`config.mk`:
```
export PLATFORM = sky130hd
export DESIGN_NAME = crc_generator
export DESIGN_NICKNAME = d
export VERILOG_FILES = /design/src/crc_pkg.sv /design/src/crc_generator.sv /design/src/crc_fifo.sv
export SDC_FILE = /design/constraint.sdc
export NUM_CORES = 1
export LEC_CHECK = 0
export BUFFER_PORTS_ARGS = -buffer_cell sky130_fd_sc_hd__buf_4
export CAP_MARGIN = 20
export CORE_MARGIN = 2
export CORE_UTILIZATION = 50
export CTS_CLUSTER_DIAMETER = 200
export DETAILED_ROUTE_END_ITERATION = 10
export PLACE_DENSITY = 0.69
export SKIP_CTS_REPAIR_TIMING = 1
export SYNTH_ARGS = -nofsm -noshare
export SYNTH_HDL_FRONTEND = slang
export SYNTH_SLANG_ARGS = --single-unit
```
`constraint.sdc`:
```
create_clock -name mclk -period 3.25 [get_ports mclk]
set_clock_uncertainty 0.05 [all_clocks]
set_input_delay 0.65 -clock mclk [delete_from_list [all_inputs] [get_ports mclk]]
set_output_delay 0.65 -clock mclk [all_outputs]
set_load 0.01 [all_outputs]
```
`src/crc_pkg.sv`:
```
// Package with the constants shared by the checksum generator and its input buffer.
package crc_pkg;

    // Generator polynomials, written without the leading term.
    localparam logic [15:0] POLY16      = 16'h1021;
    localparam logic [31:0] POLY32      = 32'h04c11db7;

    // Seed loaded on a clear, all ones for both widths.
    localparam logic [31:0] SEED        = 32'hffffffff;

    // Reset values of the working state.
    localparam logic [31:0] CHECK_RESET = 32'hffffffff;

    // Source select codes.
    typedef enum logic [1:0] {
        SRC_IO    = 2'b00,
        SRC_DMA   = 2'b01,
        SRC_FLASH = 2'b10,
        SRC_NONE  = 2'b11
    } source_t;

    // Flash scanner states.
    typedef enum logic [1:0] {
        SCAN_IDLE = 2'b00,
        SCAN_REQ  = 2'b01,
        SCAN_WAIT = 2'b10,
        SCAN_DONE = 2'b11
    } scan_t;

    // Input buffer depth and data width.
    localparam int FIFO_DEPTH   = 8;
    localparam int DATA_WIDTH   = 8;

    // Flash read latency in cycles after the read strobe.
    localparam int FLASH_LAT    = 1;

endpackage

```
`src/crc_generator.sv`:
```
// Checksum generator over a byte stream with processor, DMA and flash sources.
//
// Operation
// - Software picks a 16-bit or a 32-bit generator polynomial.
// - Generator values are 0x1021 for 16-bit and 0x04C11DB7 for 32-bit.
// - Streams or blocks are folded in byte by byte in arrival order.
// - Result is 16 or 32 bits wide, matching the chosen polynomial.
// - A zero remainder after data plus checksum is flagged.
// - DMA source folds in every byte passing the selected channel.
// - Flash source scans the whole flash or a chosen address range.
`timescale 1ns/100ps
module crc_generator #(
    parameter int ADDR_WIDTH = 17,
    parameter int FLASH_SIZE = 131072
) (
    // Clock and reset
    input  wire logic                  mclk,
    input  wire logic                  sys_rst,
    // Configuration
    input  wire logic                  polySel32,
    input  wire logic [1:0]            sourceSel,
    input  wire logic                  clearReq,
    // Processor byte input
    input  wire logic [7:0]            ioData,
    input  wire logic                  ioWrite,
    output logic                       ioReady,
    // DMA channel tap
    input  wire logic [7:0]            dmaData,
    input  wire logic                  dmaValid,
    output logic                       dmaReady,
    // Flash scanner control
    input  wire logic                  scanStart,
    input  wire logic                  scanWhole,
    input  wire logic [ADDR_WIDTH-1:0] scanFirst,
    input  wire logic [ADDR_WIDTH-1:0] scanLast,
    output logic                       scanBusy,
    output logic                       scanDone,
    // Flash read port
    output logic [ADDR_WIDTH-1:0]      flashAddr,
    output logic                       flashRead,
    input  wire logic [7:0]            flashData,
    // Result
    output logic [31:0]                checksum,
    output logic                       zeroRemainder,
    output logic                       busy
);
    crc_pkg::source_t src;
    crc_pkg::scan_t   scanState;
    crc_pkg::scan_t   next_scanState;

    logic [31:0]           crcState;
    logic [ADDR_WIDTH-1:0] scanAddr;
    logic [ADDR_WIDTH-1:0] scanEnd;
    logic                  flashValid;
    logic [7:0]            flashByte;

    // Read strobes wait here until the flash has answered.
    localparam int LAT = crc_pkg::FLASH_LAT;
    logic [LAT-1:0]        readPipe;

    // Source multiplexer in front of the buffer.
    logic [7:0] fifoInData;
    logic       fifoInValid;
    logic       fifoInReady;
    logic [7:0] fifoOutData;
    logic       fifoOutValid;

    assign src = crc_pkg::source_t'(sourceSel);

    wire selIo    = (src == crc_pkg::SRC_IO);
    wire selDma   = (src == crc_pkg::SRC_DMA);
    wire selFlash = (src == crc_pkg::SRC_FLASH);

    assign fifoInData  = selIo ? ioData :
                         selDma ? dmaData : flashByte;
    assign fifoInValid = (selIo & ioWrite) | (selDma & dmaValid) | (selFlash & flashValid);

    // Ready is combinational so that back-pressure reaches each source without a bubble.
    assign ioReady  = selIo & fifoInReady;
    assign dmaReady = selDma & fifoInReady;

    crc_fifo #(
        .WIDTH (crc_pkg::DATA_WIDTH),
        .DEPTH (crc_pkg::FIFO_DEPTH)
    ) u_fifo (
        .mclk     (mclk),
        .sys_rst  (sys_rst),
        .flush    (clearReq),
        .inData   (fifoInData),
        .inValid  (fifoInValid),
        .inReady  (fifoInReady),
        .outData  (fifoOutData),
        .outValid (fifoOutValid),
        .outReady (1'b1)
    );

    // Byte-wide update, most significant bit first, for either width.
    function automatic logic [31:0] crc_byte(
        input logic [31:0] cur,
        input logic [7:0]  din,
        input logic        wide
    );
        logic [31:0] c;
        logic        fb;
        c = cur;
        fb = 1'b0;
        for (int i = 7; i >= 0; i--) begin
            if (wide) begin
                fb = c[31] ^ din[i];
                c = {c[30:0], 1'b0} ^ (fb ? crc_pkg::POLY32 : 32'h00000000);
            end else begin
                fb = c[15] ^ din[i];
                c = {16'h0000, c[14:0], 1'b0} ^ {16'h0000, (fb ? crc_pkg::POLY16 : 16'h0000)};
            end
        end
        return c;
    endfunction

    wire [31:0] next_crcState = crc_byte(crcState, fifoOutData, polySel32);
    wire [31:0] seedValue     = polySel32 ? crc_pkg::SEED : {16'h0000, crc_pkg::SEED[15:0]};
    wire [31:0] next_result   = polySel32 ? next_crcState : {16'h0000, next_crcState[15:0]};

    always_ff @(posedge mclk) begin
        if (sys_rst) begin
            crcState <= crc_pkg::CHECK_RESET;
        end else if (clearReq) begin
            crcState <= seedValue;
        end else if (fifoOutValid) begin
            crcState <= next_result;
        end
    end

    // Registered outputs follow the state one cycle later.
    wire [31:0] shownState = polySel32 ? crcState : {16'h0000, crcState[15:0]};
    wire        stateZero  = (shownState == 32'h00000000);
    wire        anyWork    = fifoOutValid | fifoInValid | (|readPipe)
                           | (scanState != crc_pkg::SCAN_IDLE);

    always_ff @(posedge mclk) begin
        if (sys_rst) begin
            checksum <= 32'h00000000;
        end else begin
            checksum <= shownState;
        end
    end

    always_ff @(posedge mclk) begin
        if (sys_rst) begin
            zeroRemainder <= 1'b0;
        end else begin
            zeroRemainder <= stateZero;
        end
    end

    always_ff @(posedge mclk) begin
        if (sys_rst) begin
            busy <= 1'b0;
        end else begin
            busy <= anyWork;
        end
    end

    // Flash scanner: one read per byte, the next read waits for buffer room.
    wire [ADDR_WIDTH-1:0] wholeLast = ADDR_WIDTH'(FLASH_SIZE - 1);
    wire                  lastByte  = (scanAddr == scanEnd);
    wire                  scanTake  = (scanState == crc_pkg::SCAN_IDLE) && scanStart;
    wire                  scanStep  = (scanState == crc_pkg::SCAN_WAIT) && !lastByte;

    always_comb begin
        next_scanState = scanState;
        case (scanState)
            crc_pkg::SCAN_IDLE: begin
                if (scanStart && selFlash) begin
                    next_scanState = crc_pkg::SCAN_REQ;
                end
            end
            crc_pkg::SCAN_REQ: begin
                if (fifoInReady) begin
                    next_scanState = crc_pkg::SCAN_WAIT;
                end
            end
            crc_pkg::SCAN_WAIT: begin
                next_scanState = lastByte ? crc_pkg::SCAN_DONE : crc_pkg::SCAN_REQ;
            end
            crc_pkg::SCAN_DONE: begin
                next_scanState = crc_pkg::SCAN_IDLE;
            end
            default: begin
                next_scanState = crc_pkg::SCAN_IDLE;
            end
        endcase
        if (clearReq || !selFlash) begin
            next_scanState = crc_pkg::SCAN_IDLE;
        end
    end

    // A read is only issued when the buffer can take its byte, so no byte is dropped.
    wire issueRead = (scanState == crc_pkg::SCAN_REQ) && fifoInReady && selFlash && !clearReq;

    always_ff @(posedge mclk) begin
        if (sys_rst) begin
            scanState <= crc_pkg::SCAN_IDLE;
        end else begin
            scanState <= next_scanState;
        end
    end

    always_ff @(posedge mclk) begin
        if (sys_rst) begin
            scanAddr <= '0;
            scanEnd  <= '0;
        end else if (scanTake) begin
            scanAddr <= scanWhole ? '0 : scanFirst;
            scanEnd  <= scanWhole ? wholeLast : scanLast;
        end else if (scanStep) begin
            scanAddr <= scanAddr + 1'b1;
        end
    end

    always_ff @(posedge mclk) begin
        if (sys_rst) begin
            flashAddr <= '0;
            flashRead <= 1'b0;
        end else begin
            flashRead <= issueRead;
            if (issueRead) begin
                flashAddr <= scanAddr;
            end
        end
    end

    // The byte is taken FLASH_LAT cycles after its strobe; a clear drops reads still in flight.
    always_ff @(posedge mclk) begin
        if (sys_rst) begin
            readPipe   <= '0;
            flashValid <= 1'b0;
            flashByte  <= 8'h00;
        end else begin
            readPipe   <= clearReq ? '0 : (readPipe << 1) | LAT'(flashRead & selFlash);
            flashValid <= readPipe[LAT-1] & selFlash & !clearReq;
            flashByte  <= flashData;
        end
    end

    always_ff @(posedge mclk) begin
        if (sys_rst) begin
            scanBusy <= 1'b0;
            scanDone <= 1'b0;
        end else begin
            scanBusy <= (next_scanState != crc_pkg::SCAN_IDLE);
            scanDone <= (scanState == crc_pkg::SCAN_DONE);
        end
    end
endmodule

```
`src/crc_fifo.sv`:
```
// Small synchronous FIFO with valid and ready on both sides.
`timescale 1ns/100ps
module crc_fifo #(
    parameter int WIDTH = 8,
    parameter int DEPTH = 8
) (
    // Clock and reset
    input  wire logic             mclk,
    input  wire logic             sys_rst,
    input  wire logic             flush,
    // Filling side
    input  wire logic [WIDTH-1:0] inData,
    input  wire logic             inValid,
    output logic                  inReady,
    // Draining side
    output logic      [WIDTH-1:0] outData,
    output logic                  outValid,
    input  wire logic             outReady
);
    localparam int AW = $clog2(DEPTH);

    logic [WIDTH-1:0] mem [DEPTH];
    logic [AW-1:0]    wrPtr;
    logic [AW-1:0]    rdPtr;
    logic [AW:0]      count;

    wire doWrite = inValid & inReady;
    wire doRead  = outValid & outReady;

    assign inReady  = (count != (AW+1)'(DEPTH));
    assign outValid = (count != '0);
    assign outData  = mem[rdPtr];

    always_ff @(posedge mclk) begin
        if (doWrite) begin
            mem[wrPtr] <= inData;
        end
    end

    always_ff @(posedge mclk) begin
        if (sys_rst || flush) begin
            wrPtr <= '0;
            rdPtr <= '0;
            count <= '0;
        end else begin
            if (doWrite) begin
                wrPtr <= (wrPtr == AW'(DEPTH-1)) ? '0 : wrPtr + 1'b1;
            end
            if (doRead) begin
                rdPtr <= (rdPtr == AW'(DEPTH-1)) ? '0 : rdPtr + 1'b1;
            end
            count <= count + (AW+1)'(doWrite) - (AW+1)'(doRead);
        end
    end
endmodule

```
Yosys cells after proc, flatten, opt, wreduce, memory -nomap -nowiden
Memories as Yosys holds them, arrays and structs flattened. A register that Yosys moved wholly into a read port is not among the register bits.
Cells that the tools add are included.
{"block": "word_totals", "reg_bits": 142, "ram_bits": 64, "out_inout_bits": 56, "memories": 1}
{"block": "op_classes", "add_sub_neg": 5, "eq_ne": 9, "mux": 46, "n_bitwise": 46, "reduce_logical": 20}
{"name": "u_fifo.mem", "depth": 8, "width": 8, "read_ports": 1, "rd_ports_with_merged_regs": 1, "write_ports": 1, "line": "crc_fifo.sv:22", "rtl": "logic [WIDTH-1:0] mem [DEPTH];"}
{"cell": "$mux W32", "count": 13}
{"cell": "$xor A32 B27 Y32", "count": 8}
{"cell": "$mux W27", "count": 8}
{"cell": "$xor A16 B13 Y16", "count": 8}
{"cell": "$mux W13", "count": 8}
{"cell": "$mux W17", "count": 4}
{"cell": "$logic_not A32 Y1", "count": 1}
{"cell": "$add A17 B1 Y17 const B", "count": 1}
{"cell": "$eq A17 B17 Y1", "count": 1}
{"cell": "$mux W8", "count": 2}
{"cell": "$xor A1 B1 Y1", "count": 16}
{"cell": "$mux W3", "count": 4}
{"cell": "$and A1 B1 Y1", "count": 9}
{"cell": "$mux W2", "count": 4}
{"cell": "$pmux W2 S4", "count": 1}
{"cell": "$reduce_bool A2 Y1", "count": 4}
{"cell": "$add A3 B1 Y3 const B", "count": 2}
{"cell": "$eq A2 B2 Y1 const B", "count": 3}
{"cell": "$eq A3 B3 Y1 const B", "count": 2}
{"cell": "$logic_and A1 B1 Y1", "count": 6}
{"cell": "$or A1 B1 Y1", "count": 5}
{"cell": "$add A4 B1 Y4", "count": 1}
{"cell": "$eq A2 B1 Y1 const B", "count": 2}
{"cell": "$logic_not A2 Y1", "count": 2}
{"cell": "other kinds (7)", "count": 11}

Depth between registers and ports, before layout
{"block": "depth", "depth_word": 35, "mapped_depth": 13, "depth_no_buf": 11}

By module
From an unflattened synthesis, not the netlist that was laid out.
{"block": "hier_totals", "hier_cells": 957, "area_unflattened_um2": 10024.6}
{"module": "crc_generator", "instances": 1, "cells_per_inst": 787, "area_per_inst_um2": 6860.3}
{"module": "crc_fifo", "instances": 1, "cells_per_inst": 170, "area_per_inst_um2": 3164.3}

Worst setup path before layout
Ideal clock, no wire load.
{"block": "synth_path", "kind": "reg2reg", "start": "reg with a tool-made name", "end": "reg crcState[7]", "setup_time_ns": 0.128, "t_arrival_ns": 2.729, "t_required_ns": 3.072, "path_slack_ns": 0.343, "stages_incl_launch_ff": 11, "n_path_buf": 1, "synth_period_minus_slack_ns": 2.907, "path_cell_list": "dfxtp_1 -> buf_6 -> mux4_2 -> mux2i_4 -> xor2_2 -> xnor2_2 -> xnor3_2 -> xnor2_1 -> nand2_1 -> xnor2_1 -> o21ai_1"}
{"element": "end signal: assignment", "line": "crc_generator.sv:125", "rtl": "crcState <= crc_pkg::CHECK_RESET;"}
{"element": "end signal: assignment", "line": "crc_generator.sv:127", "rtl": "crcState <= seedValue;"}
{"element": "end signal: assignment", "line": "crc_generator.sv:129", "rtl": "crcState <= next_result;"}
{"element": "end: declaration", "line": "crc_generator.sv:51", "rtl": "logic [31:0] crcState;"}

==> results.py <==
metrics = {
    "layout": {
        "final_common_cell": "buf_4",
        "layout_common_cells": "165 x buf_4, 145 x dfxtp_1, 93 x nor2_1",
        "utilization": 0.616,
        "final_cell_area_um2": 11500,
        "n_antenna_cell": 0,
        "nets": 1121,
        "drive_above_1_share": 0.220,
        "area_growth_pct": 20.8,
        "stdcell_count": 1291,
    },
    "floorplanning": {
        "die_w_um": 142,
        "die_h_um": 142,
        "initial_core_util": 0.510,
        "core_area_um2": 18700,
        "rows": 50,
        "dieArea_um2": 20200,
        "io_pins": 124,
    },
    "global_routing": {
        "grt_pass1_vias": 6467,
        "grt_max_degree": 64,
        "grt_pass1_wl_mm": 35.0,
        "grtUsageTotal": 0.220,
        "overflow": 0,
        "antenna_found_initial": 0,
    },
    "timing": {
        "final-hold-violation-count": 0,
        "min_period_ns": 2.92,
        "max_freq_mhz": 342,
        "fin_crit_sh": 0.899,
        "worst_pin_slew_ns": 0.954,
        "slew_headroom": 0.357,
        "slew_violations": 0,
        "fin_tns_setup_ns": 0,
        "fin_hold_ws_ns": 0.301,
        "finalSetupViolCount": 0,
        "rsz0062_at_grt": "no",
    },
    "placed_design": {
        "port-buffer-count": 123,
        "place_congestion": 0.921,
        "dp_hpwl_mm": 15.9,
        "dp_cells": 1251,
        "place_area_um2": 10900,
    },
    "outcome": {
        "status": "finished, final reports clean",
    },
    "min_path": {
        "hold_path_depth": 2,
        "whs_endpoint": "flashByte[1]",
        "hold_path.startpoint": "flashData[1]",
        "min_path_type": "in2reg",
    },
    "logic_synthesis": {
        "synthXorXnorAreaFrac": 0.129,
        "yosys_register_bits": 209,
        "synth.net_count": 987,
        "syn-mean-instance-area_um2": 10.5,
        "synth_compound_area_frac": 0.0810,
        "synth_edf_count": 64,
        "ys_top_cells_by_area": "dfxtp_1 30%, edfxtp_1 20%, xnor2_1 7.3%",
        "ys_warn_count": 0,
        "synthDistinctLibCells": 56,
        "async_flop_share": 0,
        "synthCells": 907,
        "synth_top_family_by_area": "simple AND/OR/NAND/NOR gates",
        "synth_fa_ha_area_frac": 0.0165,
        "synth_top_area_share": 0.304,
        "synthMuxAreaShare": 0.0892,
        "synthFlopType": "dfxtp_1",
        "ys_seq_area_frac": 0.506,
        "synth_area_um2": 9540,
        "yosysTopAreaCell": "dfxtp_1",
        "yosys.area_share.simple": 0.149,
    },
    "setup_path": {
        "timing.rr.end": "crcState[11]",
        "cp.required_ns": 3.64,
        "path_max_fanout": 10,
        "critPathArrivalTime_ns": 3.32,
        "endpoint_kind": "flop",
        "reg2reg_depth": 10,
        "setup.worst_path.class": "reg2reg",
        "rrSetupSlack_ns": 0.33,
        "worstSetupStartpointType": "flop",
    },
    "pwr": {
        "powerDensity_nw_per_um2": 839,
        "p_leak_nw": 4.51,
        "ir_worst_vdd_v": 0.000414,
    },
    "clocking": {
        "cts_buffer_depth": 3,
        "tritoncts": "built",
        "cts.clk_slew.worst_paths_ns": 0.06,
        "clock_sinks": 209,
        "clockRootBuffer": "clkbuf_16",
        "htreeDepth": 1,
        "clock_latency_ns": 0.51,
        "cts_buffers": 22,
    },
    "run": {
        "cap_violations": 0,
    },
    "drt": {
        "wl_per_cell_um": 17.1,
        "drt_iter0_markers": 552,
        "drc": 0,
        "drtAntennaViolNets": 0,
        "vias": 6945,
        "routed_via_density": 5.38,
        "firstDrtPassIters": 5,
        "wl_mm": 22.1,
    },
}
## layer usage
metal / vias up / global-route usage / part of all wire
met5: - / 0 / 0
met4: 0 / 0.0821 / 0.034
met3: 52 / 0.0343 / 0.053
met2: 240 / 0.341 / 0.46
met1: 3217 / 0.312 / 0.45
li1: 3436 / - / -
## critical path, cell delays in order, from the launching register on
cell	delay [ns]
dfxtp_1	0.39
buf_12	0.17
mux4_2	0.54
mux2i_4	0.24
xor2_2	0.28
buf_4	0.17
xnor2_1	0.11
xnor3_1	0.35
xnor2_1	0.20
a211o_1	0.31
nand3_1	0.06
## kinds of logic after synthesis
kind of cell / count (synthesis)
flops: 209
compound gates: 140
simple gates: 296
buf+inv: 68
xor+xnor: 125
mux: 57
fa+ha+maj: 12
## metrics by stage
step	setup slack [ns]	power, mW
after floorplan	0.343	6.24
final	0.327	9.67
after global placement	0.345	7.38
after detailed placement	0.323	7.41
after CTS	0.310	9.71
after global routing	0.122	10.2
## layout make-up
class                   count  area, µm²
repair buffers            166       1260
clock inverters            11       65.1
multi-input cells         630       4440
fillers                  1529       7180
clock buffers              29        597
flip-flops and latches    209       4820
well taps                 234        293
inverters                  12       45.0
## power breakdown
part	internal, mW	switching (mW)	leakage, nW
combinational	1.95	2.13	2.41
clock	1.30	0.990	0.325
sequential	2.98	0.324	1.78
## how the worst max path moves through the flow
stage | end | from
finish | crcState[11] | flop
global route | crcState[11] | flop
CTS | crcState[5] | flop
detailed placement | crcState[5] | flop
global placement | crcState[8] | flop
floorplan | crcState[7] | flop
## registers in the layout, summed over array words and instances, names as in the netlist, named ones only
name	count
scanDone	1
flashRead	1
u_fifo.mem	64
u_fifo.rdPtr	3
zeroRemainder	1
checksum	32
flashValid	1
flashAddr	17
busy	1
u_fifo.count	4
scanState	2
crcState	32
scanEnd	17
flashByte	8
scanAddr	17
readPipe	1
scanBusy	1
u_fifo.wrPtr	3
## synthesized netlist by cell type, types with 2 or more instances
cell type,n
nor4_1,10
o211ai_1,2
a221oi_1,3
nor3_1,61
and2_1,23
dfxtp_1,145
clkbuf_1,42
nor2b_1,23
a211oi_1,9
mux2i_1,33
nand2b_1,3
xor2_1,33
xnor2_2,2
buf_6,2
xnor3_1,2
o21ai_1,6
a22oi_1,2
nor2_1,93
ha_1,11
inv_1,12
mux4_2,16
nand2_1,47
and3_1,5
xor2_4,2
or2_2,2
mux2i_4,6
o21ai_0,33
edfxtp_1,64
and4_1,2
a21oi_1,73
buf_1,10
nand4_1,9
nand3_1,12
a31oi_1,4
xnor2_1,80
xor2_2,4
o31ai_1,2
(Power assumes the default switching activity.)
